`src/hw/line_term_pkg.sv`:
```
// constants for the line termination and status register group
package line_term_pkg;

	////////////////////////////////////////////////////////////////////////////
	// bus geometry
	localparam int ADDR_W = 8;
	localparam int DATA_W = 8;

	////////////////////////////////////////////////////////////////////////////
	// register offsets
	localparam logic [7:0] DC_TERMINATION_CONTROL_OFS = 8'h1a;
	localparam logic [7:0] RESERVED_LOCATION_OFS = 8'h1b;
	localparam logic [7:0] LOOP_CURRENT_READING_OFS = 8'h1c;
	localparam logic [7:0] LINE_VOLTAGE_READING_OFS = 8'h1d;
	localparam logic [7:0] EVENT_STATUS_OFS = 8'h40;
	localparam logic [7:0] EVENT_MASK_OFS = 8'h41;

	////////////////////////////////////////////////////////////////////////////
	// dc termination control fields
	localparam int TERM_VOLT_HI = 7;
	localparam int TERM_VOLT_LO = 6;
	localparam int MIN_LOOP_HI = 5;
	localparam int MIN_LOOP_LO = 4;
	localparam int CURRENT_LIMIT_BIT = 1;
	localparam int DC_IMPEDANCE_BIT = 0;
	localparam logic [7:0] DC_TERM_WRITABLE = 8'hf3;

	////////////////////////////////////////////////////////////////////////////
	// reset values
	localparam logic [7:0] DC_TERM_RESET = 8'h00;
	localparam logic [7:0] LOOP_CURRENT_RESET = 8'h00;
	localparam logic [7:0] LINE_VOLTAGE_RESET = 8'h00;
	localparam logic [3:0] EVENT_STATUS_RESET = 4'h0;
	localparam logic [3:0] EVENT_MASK_RESET = 4'h0;
	localparam logic [7:0] READ_ZERO = 8'h00;

	////////////////////////////////////////////////////////////////////////////
	// event bits of status and mask
	localparam int EV_POLARITY = 0;
	localparam int EV_NO_LINE = 1;
	localparam int EV_LOOP_LOW = 2;
	localparam int EV_OVER_LIMIT = 3;
	localparam int EV_W = 4;

	////////////////////////////////////////////////////////////////////////////
	// analog meanings of the codes
	localparam logic [11:0] TERM_MV_00 = 12'd3100;
	localparam logic [11:0] TERM_MV_01 = 12'd3200;
	localparam logic [11:0] TERM_MV_10 = 12'd3350;
	localparam logic [11:0] TERM_MV_11 = 12'd3500;
	localparam logic [4:0] MIN_LOOP_MA_00 = 5'd10;
	localparam logic [4:0] MIN_LOOP_MA_01 = 5'd12;
	localparam logic [4:0] MIN_LOOP_MA_10 = 5'd14;
	localparam logic [4:0] MIN_LOOP_MA_11 = 5'd16;
	localparam logic [9:0] DC_OHM_LOW = 10'd50;
	localparam logic [9:0] DC_OHM_HIGH = 10'd800;
	localparam int LIMIT_MA = 60;
	localparam int LOOP_LSB_UA = 1100;
	localparam int LINE_LSB_V = 1;
	localparam logic [7:0] LIMIT_COUNT = 8'(LIMIT_MA * 1000 / LOOP_LSB_UA);

	////////////////////////////////////////////////////////////////////////////
	// timing
	localparam int CLOCK_HZ = 50_000_000;
	localparam int SAMPLE_PERIOD_US = 100;
	localparam int SAMPLE_CYCLES = CLOCK_HZ / 1_000_000 * SAMPLE_PERIOD_US;
	localparam int SAMPLE_CNT_W = 13;

endpackage : line_term_pkg

```
`src/hw/measure_sync.sv`:
```
// three-stage synchroniser for a measurement word arriving from the line side
module measure_sync
	import line_term_pkg::*;
#(
	parameter int WIDTH = 8,
	parameter logic [WIDTH-1:0] INIT = '0
) (
	input wire logic clock,
	input wire logic rstn,
	input wire logic [WIDTH-1:0] async_in,
	output logic [WIDTH-1:0] sync_out,
	output logic changed
);

	logic [WIDTH-1:0] s1_reg;
	logic [WIDTH-1:0] s2_reg;
	logic [WIDTH-1:0] s3_reg;
	logic [WIDTH-1:0] held_reg;

	always_ff @(posedge clock) begin
		if (!rstn) begin
			s1_reg <= INIT;
			s2_reg <= INIT;
			s3_reg <= INIT;
		end else begin
			s1_reg <= async_in;
			s2_reg <= s1_reg;
			s3_reg <= s2_reg;
		end
	end

	// only take a word once two stages agree, so a word caught mid-change is skipped
	always_ff @(posedge clock) begin
		if (!rstn) begin
			held_reg <= INIT;
		end else if (s2_reg == s3_reg) begin
			held_reg <= s3_reg;
		end
	end

	assign sync_out = held_reg;
	assign changed = (s2_reg == s3_reg) && (s3_reg != held_reg);

endmodule : measure_sync

```
`src/hw/line_termination_status_regs.sv`:
```
// dc termination settings and loop current / line voltage readings with event interrupt
//
// Notes on behaviour
// RULE_01: the termination voltage field in bits 7:6 picks 3.1, 3.2, 3.35 or 3.5 V on the termination pin.
// RULE_02: software on the reduced line-side variant only writes pattern 10 to the termination voltage field.
// RULE_03: the minimum loop current field in bits 5:4 picks 10, 12, 14 or 16 mA.
// RULE_04: software on the reduced line-side variant only writes pattern 00 to the minimum loop current field.
// RULE_05: software always writes zero to the reserved bits 3:2 of the dc termination register.
// RULE_06: with the current limit enable bit set loop current is held to 60 mA at most, else no limit applies.
// RULE_07: the dc impedance bit selects 50 ohm when clear and 800 ohm when set.
// RULE_08: software never writes the reserved location after the dc termination register.
// RULE_09: the loop current reading is an unsigned byte with 1.1 mA per count.
// RULE_10: a loop current reading of zero means the loop current is too low for normal operation.
// RULE_11: the line voltage reading is a byte with 1 V per count.
// RULE_12: the line voltage reading is two's complement so its sign gives the polarity.
// RULE_13: the line voltage reading keeps updating both on-hook and off-hook.
// RULE_14: the top bit of the line voltage reading is the polarity and a change of it is a reversal.
// RULE_15: a line voltage reading of zero means no line is connected.
// RULE_16: writes to the two reading registers change neither their contents nor any behaviour.
//
// Added by the designer: the strobed register port.
module line_termination_status_regs
	import line_term_pkg::*;
(
	input wire logic clock,
	input wire logic rstn,
	input wire logic [ADDR_W-1:0] addr,
	input wire logic [DATA_W-1:0] wdata,
	input wire logic wr,
	input wire logic rd,
	output logic [DATA_W-1:0] rdata,
	input wire logic [7:0] loop_current_adc,
	input wire logic [7:0] line_voltage_adc,
	output logic [1:0] termination_voltage_sel,
	output logic [11:0] termination_pin_mv,
	output logic [1:0] min_loop_current_sel,
	output logic [4:0] min_loop_current_ma,
	output logic current_limit_en,
	output logic [6:0] current_limit_ma,
	output logic current_limit_active,
	output logic dc_impedance_sel,
	output logic [9:0] dc_impedance_ohm,
	output logic [7:0] loop_current_value,
	output logic [18:0] loop_current_ua,
	output logic loop_current_low,
	output logic signed [7:0] line_voltage_value,
	output logic line_polarity,
	output logic no_line,
	output logic irq
);

	////////////////////////////////////////////////////////////////////////////
	// decode helpers

	function automatic logic [11:0] term_mv(input logic [1:0] code);
		case (code)
			2'b00: term_mv = TERM_MV_00;
			2'b01: term_mv = TERM_MV_01;
			2'b10: term_mv = TERM_MV_10;
			default: term_mv = TERM_MV_11;
		endcase
	endfunction : term_mv

	function automatic logic [4:0] min_loop_ma(input logic [1:0] code);
		case (code)
			2'b00: min_loop_ma = MIN_LOOP_MA_00;
			2'b01: min_loop_ma = MIN_LOOP_MA_01;
			2'b10: min_loop_ma = MIN_LOOP_MA_10;
			default: min_loop_ma = MIN_LOOP_MA_11;
		endcase
	endfunction : min_loop_ma

	function automatic logic hit(input logic [ADDR_W-1:0] a, input logic [7:0] ofs);
		hit = (a == ofs);
	endfunction : hit

	////////////////////////////////////////////////////////////////////////////
	// state

	logic [7:0] dc_term_reg;
	logic [7:0] loop_reg;
	logic [7:0] line_reg;
	logic [EV_W-1:0] status_reg;
	logic [EV_W-1:0] status_next;
	logic [EV_W-1:0] mask_reg;
	logic [DATA_W-1:0] rdata_reg;
	logic [DATA_W-1:0] rdata_next;
	logic [SAMPLE_CNT_W-1:0] sample_cnt_reg;
	logic sample_tick;
	logic [7:0] loop_sync;
	logic [7:0] line_sync;
	logic [EV_W-1:0] events;
	logic status_read;

	////////////////////////////////////////////////////////////////////////////
	// measurement inputs cross from the line side

	measure_sync #(
		.WIDTH(8),
		.INIT(LOOP_CURRENT_RESET)
	) u_loop_sync (
		.clock(clock),
		.rstn(rstn),
		.async_in(loop_current_adc),
		.sync_out(loop_sync),
		.changed()
	);

	measure_sync #(
		.WIDTH(8),
		.INIT(LINE_VOLTAGE_RESET)
	) u_line_sync (
		.clock(clock),
		.rstn(rstn),
		.async_in(line_voltage_adc),
		.sync_out(line_sync),
		.changed()
	);

	////////////////////////////////////////////////////////////////////////////
	// sample rate divider

	// readings refresh at a fixed rate so software sees a stable value between ticks
	always_ff @(posedge clock) begin
		if (!rstn) begin
			sample_cnt_reg <= '0;
		end else if (sample_tick) begin
			sample_cnt_reg <= '0;
		end else begin
			sample_cnt_reg <= sample_cnt_reg + 1'b1;
		end
	end

	assign sample_tick = (sample_cnt_reg == SAMPLE_CNT_W'(SAMPLE_CYCLES - 1));

	////////////////////////////////////////////////////////////////////////////
	// dc termination control

	// reserved bits 3:2 are not stored, so they always read back as zero
	always_ff @(posedge clock) begin
		if (!rstn) begin
			dc_term_reg <= DC_TERM_RESET;
		end else if (wr && hit(addr, DC_TERMINATION_CONTROL_OFS)) begin
			dc_term_reg <= wdata & DC_TERM_WRITABLE; // [RULE_05]
		end
	end

	// no check for the reduced variant: the block cannot tell which line side is fitted
	assign termination_voltage_sel = dc_term_reg[TERM_VOLT_HI:TERM_VOLT_LO]; // [RULE_01] [RULE_02]
	assign min_loop_current_sel = dc_term_reg[MIN_LOOP_HI:MIN_LOOP_LO]; // [RULE_03] [RULE_04]
	assign current_limit_en = dc_term_reg[CURRENT_LIMIT_BIT]; // [RULE_06]
	assign dc_impedance_sel = dc_term_reg[DC_IMPEDANCE_BIT]; // [RULE_07]

	assign termination_pin_mv = term_mv(termination_voltage_sel); // [RULE_01]
	assign min_loop_current_ma = min_loop_ma(min_loop_current_sel); // [RULE_03]
	assign dc_impedance_ohm = dc_impedance_sel ? DC_OHM_HIGH : DC_OHM_LOW; // [RULE_07]

	// a limit of zero tells the line side to run unlimited
	assign current_limit_ma = current_limit_en ? 7'(LIMIT_MA) : 7'd0; // [RULE_06]

	////////////////////////////////////////////////////////////////////////////
	// readings

	// only the measurement path loads these, a bus write never does
	always_ff @(posedge clock) begin
		if (!rstn) begin
			loop_reg <= LOOP_CURRENT_RESET;
		end else if (sample_tick) begin
			loop_reg <= loop_sync; // [RULE_09] [RULE_16]
		end
	end

	// no hook state gates this update, it runs in either hook mode
	always_ff @(posedge clock) begin
		if (!rstn) begin
			line_reg <= LINE_VOLTAGE_RESET;
		end else if (sample_tick) begin
			line_reg <= line_sync; // [RULE_11] [RULE_13] [RULE_16]
		end
	end

	assign loop_current_value = loop_reg;
	assign loop_current_ua = 19'(loop_reg * LOOP_LSB_UA); // [RULE_09]
	assign loop_current_low = (loop_reg == 8'h00); // [RULE_10]
	assign line_voltage_value = $signed(line_reg); // [RULE_12]
	assign line_polarity = line_reg[7]; // [RULE_14]
	assign no_line = (line_reg == 8'h00); // [RULE_15]

	// the measured current is above the limit; the clamp itself is analog
	assign current_limit_active = current_limit_en && (loop_reg > LIMIT_COUNT); // [RULE_06]

	////////////////////////////////////////////////////////////////////////////
	// events

	always_comb begin
		events = '0;
		if (sample_tick) begin
			events[EV_POLARITY] = (line_sync[7] != line_reg[7]); // [RULE_14]
			events[EV_NO_LINE] = (line_sync == 8'h00) && (line_reg != 8'h00); // [RULE_15]
			events[EV_LOOP_LOW] = (loop_sync == 8'h00) && (loop_reg != 8'h00); // [RULE_10]
			events[EV_OVER_LIMIT] = current_limit_en && (loop_sync > LIMIT_COUNT)
				&& !(loop_reg > LIMIT_COUNT); // [RULE_06]
		end
	end

	assign status_read = rd && hit(addr, EVENT_STATUS_OFS);

	// a new event in the clearing cycle stays set
	always_comb begin
		status_next = status_reg;
		if (status_read) begin
			status_next = '0;
		end
		status_next = status_next | events;
	end

	always_ff @(posedge clock) begin
		if (!rstn) begin
			status_reg <= EVENT_STATUS_RESET;
		end else begin
			status_reg <= status_next;
		end
	end

	always_ff @(posedge clock) begin
		if (!rstn) begin
			mask_reg <= EVENT_MASK_RESET;
		end else if (wr && hit(addr, EVENT_MASK_OFS)) begin
			mask_reg <= wdata[EV_W-1:0];
		end
	end

	assign irq = |(status_reg & mask_reg);

	////////////////////////////////////////////////////////////////////////////
	// read path

	// the reserved location and unmapped addresses answer zero; writes there are dropped
	always_comb begin
		rdata_next = READ_ZERO;
		if (rd) begin
			case (addr)
				DC_TERMINATION_CONTROL_OFS: rdata_next = dc_term_reg;
				RESERVED_LOCATION_OFS: rdata_next = READ_ZERO; // [RULE_08]
				LOOP_CURRENT_READING_OFS: rdata_next = loop_reg; // [RULE_09]
				LINE_VOLTAGE_READING_OFS: rdata_next = line_reg; // [RULE_11]
				EVENT_STATUS_OFS: rdata_next = {{(DATA_W - EV_W){1'b0}}, status_reg};
				EVENT_MASK_OFS: rdata_next = {{(DATA_W - EV_W){1'b0}}, mask_reg};
				default: rdata_next = READ_ZERO;
			endcase
		end
	end

	// read data stand only in the cycle after the strobe
	always_ff @(posedge clock) begin
		if (!rstn) begin
			rdata_reg <= READ_ZERO;
		end else begin
			rdata_reg <= rdata_next;
		end
	end

	assign rdata = rdata_reg;

endmodule : line_termination_status_regs

```
`config.mk`:
```
export PLATFORM = sky130hd
export DESIGN_NAME = line_termination_status_regs
export DESIGN_NICKNAME = d
export VERILOG_FILES = /design/src/hw/line_term_pkg.sv /design/src/hw/measure_sync.sv /design/src/hw/line_termination_status_regs.sv
export SDC_FILE = /design/constraint.sdc
export NUM_CORES = 1
export LEC_CHECK = 0
export BUFFER_PORTS_ARGS = -buffer_cell sky130_fd_sc_hd__buf_2
export CAP_MARGIN = 20
export CORE_MARGIN = 3
export CORE_UTILIZATION = 60
export DETAILED_ROUTE_END_ITERATION = 16
export PLACE_DENSITY = 0.95
export SLEW_MARGIN = 30
export SYNTH_ARGS = -nofsm -noshare
export SYNTH_HDL_FRONTEND = slang
export SYNTH_HIERARCHICAL = 1
export SYNTH_SLANG_ARGS = --single-unit
```
`constraint.sdc`:
```
create_clock -name clock -period 5.3 [get_ports clock]
set_input_delay 0.265 -clock clock [delete_from_list [all_inputs] [get_ports clock]]
set_output_delay 0.265 -clock clock [all_outputs]
set_load 0.01 [all_outputs]
```
==> results.json, run 1 <==
{
  "area_growth_pct": 19.9,
  "dp_hpwl_mm": 8.95,
  "arrival_ns": 4.26,
  "cts_tree": "yes",
  "ant_nets": 0,
  "irDropWorstVdd_v": 0.000223,
  "largest_reg_flops": 13,
  "status": "completed",
  "synth_warnings": 6,
  "wl_per_cell_um": 15.1,
  "cts-htree-levels": 4,
  "numCtsBuffers": 17,
  "drive_above_1_share": 0.224,
  "holdWs_ns": 0.0187,
  "cp_max_fo": 11,
  "fill_cells": 583,
  "tns_ns": 0,
  "place.gp.congestion": 0.813,
  "die_area_um2": 11100,
  "route.detailed.drc": 0,
  "coreArea_um2": 9420,
  "clk_latency_ns": 0.51,
  "rsz0062_at_grt": "no",
  "rows": 35,
  "syn_area_per_cell_um2": 9.77,
  "routed_wl_mm": 13.0,
  "port_buffers": 106,
  "report.final.hold_viol_count": 0,
  "final_nets": 815,
  "syn_inst": 606,
  "io_pins": 124,
  "post-cts-setup-buffer-count": 0,
  "slew_headroom": 0.538,
  "die_w_um": 105,
  "setup.worst_path.start_class": "register",
  "maxCapViolCount": 0,
  "dp.cells": 813,
  "grt_pass1_vias": 4681,
  "clock_path_buffers": 2,
  "cts-root-buf": "clkbuf_8",
  "cts_sinks": 115,
  "grt_max_degree": 68,
  "timing.final.crit_period_ns": 4.53,
  "min_path_type": "in -> reg",
  "die_h_um": 105,
  "drt_iter0_markers": 229,
  "p_leak_uw": 0.00339,
  "skew_ns": 0.0123,
  "dr.pass1.iters": 4,
  "num_antenna_cells": 0,
  "post-route-period-util": 0.854,
  "p_total_uw": 2020,
  "crit_type": "reg -> out",
  "fmax_mhz": 221,
  "worst_pin_slew_ns": 0.692,
  "finalNonFillerCells": 861,
  "setup_viol": 0,
  "vias": 4536,
  "synth_area_um2": 5920,
  "critPathRequiredTime_ns": 5.04,
  "grtUsageTotal": 0.238,
  "cp-end-kind": "output pin",
  "final_core_util": 0.755,
  "viasPerCell": 5.27,
  "antenna_found_initial": 0,
  "grt_pass1_wl_mm": 21.4,
  "p_per_area_nw_per_um2": 284,
  "finalMaxSlewViolations": 0,
  "grt-ovfl-total": 0,
  "start_util": 0.629,
  "clk_pin_slew_ns": 0.06
}
-- worst max-delay path: stages, from the launching register on --
cell and delay (ns):
dfxtp_1 0.56, inv_1 0.12, ha_1 0.29, inv_1 0.05
fa_1 0.50, inv_1 0.05, ha_1 0.29, ha_1 0.31
ha_1 0.37, or3_1 0.44, o2111ai_2 0.13, nor2_2 0.08
a221oi_2 0.26, xnor2_1 0.15, buf_2 0.15
-- where the power goes --
part	total [µW]	switching, µW	internal, µW
clock	1010	427	587
sequential	894	10.7	883
combinational	110	57.2	53.0
total	2020	495	1520
-- path summary, 6_finish.rpt --
kind | from | end | slack, ns | cells after the start
min | wdata[7] | dc_term_reg[7] | 0.02 | 3
max | loop_current_value[7] | loop_current_ua[17] | 0.77 | 14
max reg2reg | sample_cnt_reg[0] | status_reg[2] | 2.93 | 6
min reg2reg | u_line_sync/s1_reg[1] | u_line_sync/s2_reg[1] | 0.43 | 1
-- per-stage QoR --
stage                     setup WS, ns  cell area, µm²
after floorplan                   1.64            5980
after global placement            1.48            6400
after detailed placement          1.32            6400
after CTS                        0.771            7100
after global routing             0.507            7100
final                            0.773            7100
-- repair_timing --
action,CTS,global route
hold endpoints to repair,16,0
hold buffers,16,0
resized for setup,0,0
-- placed cells by master (no fill, tap or decap), drive strengths merged, types with 8 or more instances in the layout --
master / n
and2: 50
clkbuf: 18
buf: 107
nand2: 60
nand3: 13
a21oi: 13
inv: 33
nor2: 34
ha: 54
xnor2: 28
mux2i: 40
o21ai: 10
conb: 17
xor2: 11
a21boi: 8
nor2b: 22
dlygate4sd3: 16
dfxtp: 115
-- metal layers --
layer  vias to the layer above  GRT usage  wire (µm)
met5                         -          0          0
met4                         0     0.0993        286
met3                        31     0.0631        800
met2                       189      0.430       6690
met1                      2095      0.260       5240
li1                       2221          -          -
-- final cells by class --
type                            instances  area (µm²)  area share
Clock buffer                           18         418      0.0588
Inverter                               26        97.6      0.0137
Timing Repair Buffer                  123         701      0.0986
Multi-Input combinational cell        436        3300       0.465
Clock inverter                         14         120      0.0169
Sequential cell                       115        2300       0.324
Tap cell                              129         161      0.0227
No activity file was read; power rests on OpenSTA's default activity.
==> run 2: changes to the inputs <==
- CORE_ASPECT_RATIO: default -> 0.5
- SKIP_CTS_REPAIR_TIMING: default -> 1
==> run 2 against run 1 <==
Effect of this change: clock power up 12%; combinational power is 6% lower; hold slack better by 0.034 ns.
==> results.json, run 2 (same netlist as run 1, synthesis figures left out) <==
{
  "status": "completed",
  "fmax_mhz": 225,
  "cts_sinks": 115,
  "dp_hpwl_mm": 8.84,
  "maxCapViolCount": 0,
  "dr.pass1.iters": 6,
  "clk_latency_ns": 0.41,
  "reg2reg_depth": 6,
  "skew_ns": 0.00908,
  "cts-root-buf": "clkbuf_16",
  "tns_ns": 0,
  "r2r_slack_ns": 2.86,
  "cts-htree-levels": 4,
  "worst-path-buf-inv": 4,
  "post-route-period-util": 0.839,
  "mostFrequentLayoutCells": "dfxtp_1, buf_2, nand2_1",
  "num_antenna_cells": 0,
  "rsz0062_at_grt": "no",
  "drt_iter0_markers": 473,
  "grt_pass1_wl_mm": 22.2,
  "seq_area_um2": 2300,
  "place.gp.congestion": 0.848,
  "io_pins": 124,
  "viasPerCell": 5.49,
  "p_leak_uw": 0.00334,
  "coreArea_um2": 9130,
  "ant_nets": 0,
  "path_cells": "inv_1 > ha_1 > inv_1 > fa_1 > inv_1 > ha_1 > ha_1 > ha_1 > or3_1 > o2111ai_2 > nor2_2 > a221oi_2 > xnor2_1 > buf_2",
  "cp_top_family": "adder cells",
  "routed_wl_mm": 14.2,
  "max_stage_delay_ns": 0.57,
  "cts_tree": "yes",
  "wl_per_cell_um": 16.8,
  "report.final.hold_viol_count": 0,
  "port_buffers": 106,
  "setup.worst_path.start_class": "register",
  "reg2reg_from": "sample_cnt_reg[0]",
  "worst_pin_slew_ns": 0.770,
  "grt-ovfl-total": 0,
  "die_area_um2": 11200,
  "route.detailed.drc": 0,
  "cp_max_fo": 11,
  "clk_pin_slew_ns": 0.05,
  "cp_common_cell": "ha_1",
  "p_per_area_nw_per_um2": 304,
  "numCtsBuffers": 17,
  "timing.final.crit_period_ns": 4.45,
  "crit_type": "reg -> out",
  "area_growth_pct": 18.2,
  "min_path_type": "in -> reg",
  "die_w_um": 147,
  "fill_cells": 571,
  "largest_reg_flops": 13,
  "grtUsageTotal": 0.245,
  "holdWs_ns": 0.0525,
  "finalMaxSlewViolations": 0,
  "drive_above_1_share": 0.230,
  "antenna_found_initial": 0,
  "final_nets": 799,
  "layout_commonest_cell": "dfxtp_1",
  "cp_slowest_cell": "dfxtp_1",
  "r2r_end": "status_reg[3]",
  "critPathRequiredTime_ns": 5.04,
  "clock_path_buffers": 2,
  "hold_path.startpoint": "line_voltage_adc[3]",
  "rows": 24,
  "start_util": 0.649,
  "grt_pass1_vias": 4569,
  "slew_headroom": 0.483,
  "setup_viol": 0,
  "multiInputGateArea_um2": 3300,
  "arrival_ns": 4.18,
  "whs_path_depth": 2,
  "min_to": "u_line_sync/s1_reg[3]",
  "irDropWorstVdd_v": 0.000248,
  "grt_max_degree": 64,
  "cp-end-kind": "output pin",
  "vias": 4644,
  "die_h_um": 76.3
}
[run 2: cell types whose count changed in the layout (fill, tap and decap cells not counted), sizes merged]
cell         previous run  this run
bufinv                  0         2
inv                    33        29
clkinvlp                1         5
dlygate4sd3            16         0
clkinv                  6         4
[run 2: where the power goes]
group | leakage (µW) | total [µW] | switching [µW] | internal, µW
Clock | 0.000277 | 1130 | 419 | 708
Combinational | 0.00213 | 103 | 57.5 | 45.5
Sequential | 0.000935 | 895 | 11.0 | 884
Total | 0.00334 | 2130 | 488 | 1640
[run 2: routing by layer]
layer,part of all wire,GRT usage
met2,0.47,0.408
met4,0.030,0.112
met5,0,0
met3,0.082,0.0713
met1,0.42,0.296
[run 2: metrics by stage]
stage               worst slack, ns  total power (µW)  cell area (µm²)  std cells  utilization
detailed placement             1.31              1010             6400        814        0.702
floorplan                      1.64               994             5980        621            -
finish                        0.855              2130             7000        846        0.767
global placement               1.49              1010             6400        814        0.702
CTS                           0.875              2130             7000        846        0.767
global route                  0.678              2190             7000        846        0.767
[run 2: final cells by class]
class,instances,area share
tap,130,0.0232
timing repair buffer,107,0.0772
clock buffer,18,0.0627
inverter,26,0.0139
multi-input combinational,436,0.472
sequential,115,0.329
clock inverter,14,0.0220
[run 2: worst max-delay path by stage]
| stage | start | to | slack, ns | depth (start not counted) |
|---|---|---|---|---|
| detailed placement | loop_current_value[7] | loop_current_ua[16] | 1.31 | 14 |
| CTS | loop_current_value[7] | loop_current_ua[16] | 0.87 | 14 |
| global route | loop_current_value[7] | loop_current_ua[16] | 0.68 | 14 |
| global placement | loop_current_value[7] | loop_current_ua[17] | 1.49 | 14 |
| floorplan | loop_current_value[7] | loop_current_ua[17] | 1.64 | 13 |
| finish | loop_current_value[7] | loop_current_ua[17] | 0.85 | 14 |
